--- src/design/lvd_pkg.sv ---
// Constants for the legacy video and low DRAM decoder.
// Assumes a byte-wide configuration port and a 32-bit host address.
`default_nettype none
package lvd_pkg;
  // ----------------------------------------------------------------
  // Configuration offsets and reset values
  // ----------------------------------------------------------------
  localparam logic [7:0]  LOW_TOP_OFS     = 8'h9C;
  localparam logic [7:0]  LEGACY_CTL_OFS  = 8'h97;
  localparam logic [4:0]  LOW_FIELD_RST   = 5'h01;
  localparam int          LOW_FIELD_LSB   = 3;
  localparam int          LOW_ADDR_LSB    = 27;
  localparam int          MONO_BIT        = 0;
  localparam int          MB_SHIFT        = 20;
  // ----------------------------------------------------------------
  // Legacy memory windows
  // ----------------------------------------------------------------
  localparam logic [31:0] VGA_MEM_LO      = 32'h000A_0000;
  localparam logic [31:0] MONO_MEM_LO     = 32'h000B_0000;
  localparam logic [31:0] MONO_MEM_HI     = 32'h000B_7FFF;
  localparam logic [31:0] VGA_MEM_HI      = 32'h000B_FFFF;
  // ----------------------------------------------------------------
  // Legacy I/O ports (10-bit form for aliased mono and printer decode, 16-bit VGA)
  // ----------------------------------------------------------------
  localparam logic [9:0]  MONO_IO_P0      = 10'h3B4;
  localparam logic [9:0]  MONO_IO_P1      = 10'h3B5;
  localparam logic [9:0]  MONO_IO_P2      = 10'h3B8;
  localparam logic [9:0]  MONO_IO_P3      = 10'h3B9;
  localparam logic [9:0]  MONO_IO_P4      = 10'h3BA;
  localparam logic [9:0]  MONO_IO_P5      = 10'h3BF;
  localparam logic [9:0]  PRN_IO_LO       = 10'h3BC;
  localparam logic [9:0]  PRN_IO_HI       = 10'h3BF;
  localparam logic [15:0] VGA_IO_LO       = 16'h03C0;
  localparam logic [15:0] VGA_IO_HI       = 16'h03DF;
  // ----------------------------------------------------------------
  // SMM segment size codes
  // ----------------------------------------------------------------
  localparam logic [1:0]  SMM_SZ_1MB      = 2'h0;
  localparam logic [1:0]  SMM_SZ_2MB      = 2'h1;
  localparam logic [6:0]  SMM_MB_1        = 7'h01;
  localparam logic [6:0]  SMM_MB_2        = 7'h02;
  localparam logic [6:0]  SMM_MB_8        = 7'h08;
  localparam logic [6:0]  GFX_MB_MAX      = 7'h40;
endpackage : lvd_pkg
`default_nettype wire

--- src/design/lvd_decoder.sv ---
// Legacy video steering and top-of-low-DRAM decode for the host side.
// Assumes requests and configuration writes are synchronous to mclk_in.
//
// Summary of operation
// - Monochrome I/O ports match on address bits 9:0 only, so aliases hit.
// - An I/O access touching any monochrome port goes to the hub link unless routing is on with no monochrome adapter.
// - Routing off and no monochrome adapter sends all legacy video to hub.
// - Routing on, no monochrome adapter: colour and mono go to graphics.
// - Routing on with monochrome adapter: colour to graphics, mono to hub.
// - Boundary field bits 7:3 give address bits 31:27, lower bits zero.
// - The boundary field resets to 01h, 128 MB in 128 MB steps.
// - Non-legacy memory addresses strictly below the boundary are claimed for DRAM.
// - Stolen base is boundary minus stolen size; SMM base is below it.
// - Graphics takes 1 to 64 MB and SMM 1, 2 or 8 MB under the boundary.
// - Mono space is memory B0000h-B7FFFh and ports 3B4,5,8,9,A,Fh.
// - With routing on and no mono, 3BC-3BFh go to graphics in its window.
`default_nettype none
module lvd_decoder
  import lvd_pkg::*;
(
  input  wire logic        mclk_in,
  input  wire logic        rst_in,
  input  wire logic        cfg_wr_in,
  input  wire logic [7:0]  cfg_addr_in,
  input  wire logic [7:0]  cfg_wdata_in,
  output logic      [7:0]  cfg_rdata_out,
  input  wire logic        video_route_enable_in,
  input  wire logic [15:0] graphics_io_window_base_in,
  input  wire logic [15:0] graphics_io_window_limit_in,
  input  wire logic        gfx_stolen_en_in,
  input  wire logic [6:0]  gfx_stolen_mb_in,
  input  wire logic        smm_top_segment_en_in,
  input  wire logic [1:0]  smm_top_segment_sz_in,
  input  wire logic        req_valid_in,
  input  wire logic        req_is_io_in,
  input  wire logic [31:0] req_addr_in,
  input  wire logic [3:0]  req_byte_en_in,
  output logic             resp_valid_out,
  output logic             route_dram_out,
  output logic             route_gfx_out,
  output logic             route_hub_out,
  output logic      [31:0] low_dram_top_out,
  output logic      [31:0] gfx_stolen_base_out,
  output logic      [31:0] smm_seg_base_out
);

  // ----------------------------------------------------------------
  // Configuration registers
  // ----------------------------------------------------------------
  logic [4:0]  low_dram_boundary_field_r;
  logic        mono_adapter_present_r;
  logic [31:0] boundary;

  // Boundary field; zero writes are stored as given, software keeps off
  always_ff @(posedge mclk_in) begin
    if (rst_in) begin
      low_dram_boundary_field_r <= LOW_FIELD_RST;
    end else if (cfg_wr_in && cfg_addr_in == LOW_TOP_OFS) begin
      low_dram_boundary_field_r <= cfg_wdata_in[7:LOW_FIELD_LSB];
    end
  end

  // Monochrome-present bit steering legacy mono space
  always_ff @(posedge mclk_in) begin
    if (rst_in) begin
      mono_adapter_present_r <= 1'b0;
    end else if (cfg_wr_in && cfg_addr_in == LEGACY_CTL_OFS) begin
      mono_adapter_present_r <= cfg_wdata_in[MONO_BIT];
    end
  end

  // Read data is registered; unmapped offsets and reserved bits read zero
  always_ff @(posedge mclk_in) begin
    if (rst_in) begin
      cfg_rdata_out <= 8'h00;
    end else begin
      case (cfg_addr_in)
        LOW_TOP_OFS:    cfg_rdata_out <= {low_dram_boundary_field_r, 3'b000};
        LEGACY_CTL_OFS: cfg_rdata_out <= {7'h00, mono_adapter_present_r};
        default:        cfg_rdata_out <= 8'h00;
      endcase
    end
  end

  // Field supplies bits 31:27; lower address bits taken as zero
  assign boundary = {low_dram_boundary_field_r, 27'h0};

  // ----------------------------------------------------------------
  // Stolen region bases
  // ----------------------------------------------------------------
  logic [6:0]  gfx_mb;
  logic [6:0]  smm_mb;
  logic [31:0] gfx_base;
  logic [31:0] smm_base;

  // Graphics clamped to 64 MB so a bad size cannot wrap far down
  assign gfx_mb = !gfx_stolen_en_in ? 7'h00 :
                  (gfx_stolen_mb_in > GFX_MB_MAX) ? GFX_MB_MAX :
                  gfx_stolen_mb_in;
  assign smm_mb = !smm_top_segment_en_in ? 7'h00 :
                  (smm_top_segment_sz_in == SMM_SZ_1MB) ? SMM_MB_1 :
                  (smm_top_segment_sz_in == SMM_SZ_2MB) ? SMM_MB_2 :
                  SMM_MB_8;
  assign gfx_base = boundary - ({25'h0, gfx_mb} << MB_SHIFT);
  assign smm_base = gfx_base - ({25'h0, smm_mb} << MB_SHIFT);

  // Bases registered to keep the subtract chain off the outputs
  always_ff @(posedge mclk_in) begin
    if (rst_in) begin
      low_dram_top_out    <= {LOW_FIELD_RST, 27'h0};
      gfx_stolen_base_out <= {LOW_FIELD_RST, 27'h0};
      smm_seg_base_out    <= {LOW_FIELD_RST, 27'h0};
    end else begin
      low_dram_top_out    <= boundary;
      gfx_stolen_base_out <= gfx_base;
      smm_seg_base_out    <= smm_base;
    end
  end

  // ----------------------------------------------------------------
  // Per-lane I/O decode
  // ----------------------------------------------------------------
  logic [3:0] lane_mono;
  logic [3:0] lane_prn;
  logic [3:0] lane_vga;
  logic [3:0] lane_win;

  function automatic logic is_mono_port(input logic [9:0] p);
    is_mono_port = (p == MONO_IO_P0) || (p == MONO_IO_P1) ||
                   (p == MONO_IO_P2) || (p == MONO_IO_P3) ||
                   (p == MONO_IO_P4) || (p == MONO_IO_P5);
  endfunction

  // One port per enabled byte lane of the dword
  for (genvar g = 0; g < 4; g++) begin : g_lane
    logic [15:0] port;
    assign port        = {req_addr_in[15:2], 2'(g)};
    // Bits 15:10 dropped so every alias counts
    assign lane_mono[g] = req_byte_en_in[g] && is_mono_port(port[9:0]);
    assign lane_prn[g]  = req_byte_en_in[g] && port[9:0] >= PRN_IO_LO &&
                          port[9:0] <= PRN_IO_HI;
    assign lane_vga[g]  = req_byte_en_in[g] && port >= VGA_IO_LO &&
                          port <= VGA_IO_HI;
    assign lane_win[g]  = port >= graphics_io_window_base_in &&
                          port <= graphics_io_window_limit_in;
  end

  // ----------------------------------------------------------------
  // Target selection
  // ----------------------------------------------------------------
  logic mono_io_any;
  logic prn_io_any;
  logic prn_in_win;
  logic mono_mem_hit;
  logic vga_mem_hit;
  logic below_top;
  logic sel_dram;
  logic sel_gfx;
  logic vga_on;
  logic mono_on;

  assign mono_io_any  = |lane_mono;
  assign prn_io_any   = |lane_prn;
  assign prn_in_win   = &(~lane_prn | lane_win);
  assign mono_mem_hit = req_addr_in >= MONO_MEM_LO &&
                        req_addr_in <= MONO_MEM_HI;
  assign vga_mem_hit  = req_addr_in >= VGA_MEM_LO &&
                        req_addr_in <= VGA_MEM_HI && !mono_mem_hit;
  assign below_top    = req_addr_in < boundary;
  assign vga_on       = video_route_enable_in;
  assign mono_on      = mono_adapter_present_r;

  // Legacy windows override DRAM; anything unclaimed falls to the hub
  always_comb begin
    sel_dram = 1'b0;
    sel_gfx  = 1'b0;
    if (req_is_io_in) begin
      if (mono_io_any || prn_io_any) begin
        // Mono touch forces hub unless graphics owns mono space
        if (!vga_on || mono_on) begin
          sel_gfx = 1'b0;
        end else begin
          sel_gfx = !prn_io_any || prn_in_win;
        end
      end else if (|lane_vga) begin
        sel_gfx = vga_on;
      end
    end else if (mono_mem_hit) begin
      sel_gfx = vga_on && !mono_on;
    end else if (vga_mem_hit) begin
      sel_gfx = vga_on;
    end else begin
      sel_dram = below_top;
    end
  end

  // One-cycle registered answer per request
  always_ff @(posedge mclk_in) begin
    if (rst_in) begin
      resp_valid_out <= 1'b0;
      route_dram_out <= 1'b0;
      route_gfx_out  <= 1'b0;
      route_hub_out  <= 1'b0;
    end else begin
      resp_valid_out <= req_valid_in;
      route_dram_out <= req_valid_in && sel_dram;
      route_gfx_out  <= req_valid_in && sel_gfx;
      route_hub_out  <= req_valid_in && !sel_dram && !sel_gfx;
    end
  end
endmodule // lvd_decoder
`default_nettype wire

--- config.mk ---
export PLATFORM = sky130hd
export DESIGN_NAME = lvd_decoder
export DESIGN_NICKNAME = d
export VERILOG_FILES = /design/src/design/lvd_pkg.sv /design/src/design/lvd_decoder.sv
export SDC_FILE = /design/constraint.sdc
export NUM_CORES = 1
export LEC_CHECK = 0
export CAP_MARGIN = 30
export CORE_MARGIN = 2
export CORE_UTILIZATION = 45
export DETAILED_ROUTE_END_ITERATION = 10
export DONT_BUFFER_PORTS = 1
export HOLD_SLACK_MARGIN = 0.02
export SLEW_MARGIN = 20
export SYNTH_ARGS = -nofsm -noshare
export SYNTH_HDL_FRONTEND = slang
export SYNTH_SLANG_ARGS = --single-unit
--- constraint.sdc ---
create_clock -name mclk_in -period 2.65 [get_ports mclk_in]
set_clock_uncertainty 0.15 [all_clocks]
set_input_delay 0.265 -clock mclk_in [delete_from_list [all_inputs] [get_ports mclk_in]]
set_output_delay 0.265 -clock mclk_in [all_outputs]
set_load 0.02 [all_outputs]
==> impl_metrics.json, run 1 <==
{
  "status": "completed",
  "yosys.area.top_type": "dfxtp_1",
  "cts_resized": 0,
  "first_iter_violations": 99,
  "holdWs_ps": 40.60,
  "synth-seq-area-share": 0.2529,
  "post_cts_buffers": 0,
  "critPathKind": "in2reg",
  "ys_ff_latch": 45,
  "yosys_warnings": 0,
  "yosysTopAreaCellShare": 0.2529,
  "rows": 32,
  "clock_path_buffers": 2,
  "swShare": 0.3286,
  "ir_drop_mv": 0.2636,
  "grt_pass1_wl_um": 12340,
  "vias_per_cell": 4.991,
  "grt_max_degree": 42,
  "grt_overflow": 0,
  "wirelength_um": 7872,
  "root_buffer": "clkbuf_8",
  "firstDrtPassIters": 4,
  "end_kind": "flop",
  "crit_arrival_ps": 2340,
  "routabilityCongestion": 0.7588,
  "async_reset_ff_frac": 0,
  "route.vias.total": 2770,
  "ant_nets": 0,
  "yosys_most_used_dff": "dfxtp_1",
  "power.net_switching_w": 0.0005143,
  "worstSkewPairLatency_ps": 300,
  "ios": 209,
  "startpoint_type": "input port",
  "finalSetupViolations": 0,
  "relSlewSlack": 0.4735,
  "cts_buffers": 5,
  "syn_inst": 438,
  "synth_area_sq_um": 3562,
  "wl_per_cell_um": 14.18,
  "drv_slew": 0,
  "fp.dieW_um": 92.97,
  "synth_cell_types": 57,
  "start_util": 0.4634,
  "fmax_mhz": 435.2,
  "nNetsFinal": 592,
  "htreeDepth": 2,
  "dieHeight_um": 92.97,
  "crit_required_ps": 2690,
  "die-area_sq_um": 8643,
  "diodes": 0,
  "hold_violations": 0,
  "rsz0062_at_grt": "false",
  "seqPwrFrac": 0.472,
  "synth-edff-count": 0,
  "pwr-share-comb": 0.239,
  "power_density_nw_per_um2": 429.7,
  "hp-class": "in2reg",
  "port_buffers": 0,
  "p_clk_frac": 0.289,
  "cap_violations": 0,
  "cts.sinks": 45,
  "areaGrowthSynthToFinish_pct": 2.248,
  "groute.usage.overall": 0.1751,
  "drc": 0,
  "cts_tree": "built",
  "syn_avg_cell_area_sq_um": 8.133,
  "crit_path_max_fanout": 5,
  "drive_gt1_frac": 0.06623,
  "clk_pin_slew_ps": 90,
  "p_leak_nw": 1.651,
  "period_share": 0.8670,
  "ys_top_cells_by_area": "dfxtp_1 (25%), buf_4 (15%), ha_1 (13%)",
  "grt_pass1_vias": 2763,
  "antenna_found_initial": 0,
  "fin_setup_tns_ps": 0,
  "fin_crit_ps": 2298,
  "hpwl_um": 6608,
  "power_report.internal_total_w": 0.001051,
  "tightest_slew_ps": 789.7,
  "core-area_sq_um": 7687
}
## synthesized netlist by cell type, types with 3 or more instances
library cell,count
ha_1,38
and2_1,6
clkbuf_1,7
nand3_1,9
or4_1,3
nor3_1,12
a21boi_0,4
mux2i_1,5
nor4_1,7
a21oi_1,16
nor4b_1,3
xnor2_1,10
nor2_1,41
o21ai_0,15
nor2b_1,8
nand4_1,10
buf_4,69
dfxtp_1,45
or2_2,4
inv_1,42
o31ai_1,4
a211oi_1,5
nand2_1,24
o21a_1,5
nand2b_1,5
## through the flow
stage	worst slack [ps]	cells	total power [W]	utilization	cell area (sq um)
after detailed placement	74.68	539	0.001107	0.4492	3453
after global placement	110.8	539	0.001097	0.4492	3453
after CTS	373.2	555	0.001574	0.4738	3642
after global routing	160.1	555	0.001656	0.4738	3642
final	352.3	555	0.001565	0.4738	3642
after floorplan	121.9	506	0.001132	-	3817
## registers in the layout, indices dropped and copies added (netlist names), 5 cells and up
signal                     count
gfx_stolen_base_out           12
smm_seg_base_out              12
cfg_rdata_out                  6
low_dram_boundary_field_r      5
low_dram_top_out               5
## timing repair
| item | 4_1_cts | 5_1_grt |
|---|---|---|
| hold buffers | 8 | 0 |
| setup endpoints to repair | 0 | 0 |
| endpoints found under the hold margin | 42 | 0 |
## cells by family after synthesis
logic type	count (synthesis)	share of synthesized area
xor+xnor	12	0.02950
fa+ha+maj	39	0.1391
flops	45	0.2529
other cells	1	0.001053
buf+inv	118	0.1971
mux	5	0.01405
compound gates	71	0.1447
simple gates	147	0.2216
## worst max-delay path: stages
cell and delay [ps]:
nor2b_1 180, nand2_1 100, ha_1 340, ha_1 300
a21oi_1 200, a21boi_0 190, nor4_4 330, nand2_1 120
nor3_1 240, nor3_2 70
## final timing paths
path         slack (ps)  depth (start not counted)                    to                          from
max reg2reg         570                          8         route_hub_out  low_dram_boundary_field_r[1]
min reg2reg         380                          2      cfg_rdata_out[0]        mono_adapter_present_r
max                 350                         10  smm_seg_base_out[31]              gfx_stolen_en_in
min                  40                          4      cfg_rdata_out[0]                cfg_addr_in[1]
## metal layers
layer / routed length, um / global-route usage
met4: 53 / 0.03186
met1: 3353 / 0.2088
met5: 0 / 0
met3: 717 / 0.05318
met2: 3747 / 0.3128
## cells in the final DEF, fill, tap and decap left out, types with 7 or more instances in the layout
cell type       n
conb_1         69
dfxtp_1        45
inv_1          42
nor2_1         41
ha_1           38
nand2_1        24
a21oi_1        16
o21ai_0        15
nor3_1         12
xnor2_1        10
nand4_1        10
nand3_1         9
nor2b_1         8
nor4_1          7
dlygate4sd3_1   7
buf_4           7
## power groups by stage
| stage | clock (W) | sequential, W | combinational, W |
|---|---|---|---|
| 4_1_cts | 0.000461 | 0.000739 | 0.000373 |
| 2_1_floorplan | 0 | 0.000751 | 0.000381 |
| 3_5_place_dp | 0 | 0.000755 | 0.000352 |
| 6_report | 0.000452 | 0.000738 | 0.000375 |
| 3_3_place_gp | 0 | 0.000755 | 0.000342 |
| 5_1_grt | 0.000492 | 0.000740 | 0.000424 |
## cell type report
cell class	count	area, sq um
timing repair buffer	15	142.6
clock inverter	2	16.27
clock buffer	6	82.58
fill	766	4045
sequential	45	900.9
tap	102	127.6
multi-input combinational	343	2215
inverter	42	157.7
No activity file was read; power rests on OpenSTA's default activity.
==> inputs of run 2 (changes only) <==
Settings changed: CORE_UTILIZATION 45 to 54, PLACE_DENSITY set to 0.72.
==> impl_metrics.json, run 2 (synthesis gave the netlist of run 1 again) <==
{
  "status": "completed",
  "core-area_sq_um": 6350,
  "top_regs": "gfx_stolen_base_out: 12 flops, smm_seg_base_out: 12 flops, cfg_rdata_out: 6 flops",
  "swShare": 0.3121,
  "end_kind": "flop",
  "grt_max_degree": 42,
  "worstSkewPairLatency_ps": 300,
  "mostFrequentLayoutCells": "conb_1 (69), dfxtp_1 (45), inv_1 (42)",
  "routabilityCongestion": 0.9213,
  "fmax_mhz": 439.3,
  "start_util": 0.5610,
  "clock_path_buffers": 2,
  "ant_nets": 0,
  "power.net_switching_w": 0.0005053,
  "ir_drop_mv": 0.5321,
  "cp_cell_sequence": "nor2b_1 -> nand2_1 -> ha_1 -> ha_1 -> a21oi_1 -> a21boi_0 -> nor4_4 -> nand2_1 -> nor3_1 -> nor3_2",
  "fp.dieW_um": 85.22,
  "wirelength_um": 7577,
  "p_clk_frac": 0.313,
  "period_share": 0.8589,
  "power_density_nw_per_um2": 448.2,
  "drc": 0,
  "cap_violations": 0,
  "ios": 209,
  "relSlewSlack": 0.5066,
  "cts_tree": "built",
  "cts.sinks": 45,
  "drive_gt1_frac": 0.06208,
  "route.vias.total": 2823,
  "nNetsFinal": 591,
  "clk_pin_slew_ps": 90,
  "antenna_found_initial": 0,
  "slowest_stage": "ha_1",
  "fillers": 576,
  "groute.usage.overall": 0.1987,
  "port_buffers": 0,
  "diodes": 0,
  "dpl.cell_count": 513,
  "slowest_delay_ps": 340,
  "grt_pass1_vias": 2555,
  "fin_crit_ps": 2276,
  "firstDrtPassIters": 4,
  "p_leak_nw": 1.653,
  "crit_arrival_ps": 2310,
  "hpwl_um": 6239,
  "vias_per_cell": 5.347,
  "final_common_cell": "conb_1",
  "crit_path_max_fanout": 5,
  "hp-class": "in2reg",
  "areaGrowthSynthToFinish_pct": 1.405,
  "rsz0062_at_grt": "false",
  "rows": 29,
  "drv_slew": 0,
  "fin_setup_tns_ps": 0,
  "tightest_slew_ps": 740.1,
  "wl_per_cell_um": 14.35,
  "first_iter_violations": 182,
  "critPathKind": "in2reg",
  "startpoint_type": "input port",
  "power_report.internal_total_w": 0.001114,
  "die-area_sq_um": 7262,
  "dpl-instance-area_sq_um": 3415,
  "grt_pass1_wl_um": 11690,
  "finalSetupViolations": 0,
  "pwr-share-comb": 0.232,
  "crit_required_ps": 2680,
  "hold_violations": 0,
  "seqPwrFrac": 0.456,
  "root_buffer": "clkbuf_8",
  "fin_cells": 528,
  "cts_buffers": 5,
  "stdcell_area_sq_um": 3612,
  "dieHeight_um": 85.22,
  "grt_overflow": 0,
  "htreeDepth": 2
}
run 2: cell count changes in the layout (fill, tap and decap cells not counted):
cell        change
buf_4           -1
bufinv_16       +1
clkbuf_8        -1
clkinvlp_4      -1
run 2: what timing repair did:
item	4_1_cts	5_1_grt
endpoints found under the hold margin	42	0
setup buffers	0	0
hold buffers	8	0
gates resized for setup	0	0
run 2: area by class of cell:
cell class,count,area (sq um),share of cell area
Clock inverter,2,38.79,0.01074
Timing Repair Buffer,14,135.1,0.03741
Inverter,42,157.7,0.04364
Tap cell,77,96.34,0.02667
Clock buffer,5,68.82,0.01905
Multi-Input combinational cell,343,2215,0.6131
Sequential cell,45,900.9,0.2494
run 2: power groups by stage:
stage,combinational [W],clock [W],sequential (W)
global route,0.000419,0.000550,0.000740
floorplan,0.000381,0,0.000751
CTS,0.000372,0.000522,0.000738
global placement,0.000340,0,0.000754
detailed placement,0.000350,0,0.000754
finish,0.000375,0.000506,0.000738
run 2: metal layers:
layer | vias to the layer above | global-route usage | routed length [um]
met5 | - | 0 | 0
met4 | 0 | 0.03030 | 57
met3 | 7 | 0.05447 | 670
met2 | 157 | 0.3501 | 3643
met1 | 1261 | 0.2468 | 3206
li1 | 1398 | - | -
run 2: through the flow:
| stage | util | hold slack [ps] | setup WS, ps | power, W |
|---|---|---|---|---|
| floorplan | - | 186.6 | 121.9 | 0.001132 |
| global route | 0.5689 | 59.99 | 169.1 | 0.001709 |
| finish | 0.5689 | 44.16 | 373.9 | 0.001619 |
| detailed placement | 0.5377 | 190.0 | 65.98 | 0.001104 |
| CTS | 0.5689 | 36.06 | 360.0 | 0.001633 |
| global placement | 0.5377 | 189.5 | 99.00 | 0.001094 |
run 2: critical path: cells and delay by family:
family	cells	cell delay, ps
AOI/OAI and AO/OA	2	380
adders and majority gates	2	640
and+or+nand+nor	6	1020
run 2: path summary, 6_finish.rpt:
kind,to,slack [ps],start,cells after the start
worst max register to register,route_hub_out,530,low_dram_boundary_field_r[1],8
worst min-delay path,low_dram_boundary_field_r[0],40,cfg_wdata_in[3],3
worst min register to register,cfg_rdata_out[0],350,mono_adapter_present_r,2
worst max-delay path,smm_seg_base_out[31],370,gfx_stolen_en_in,10
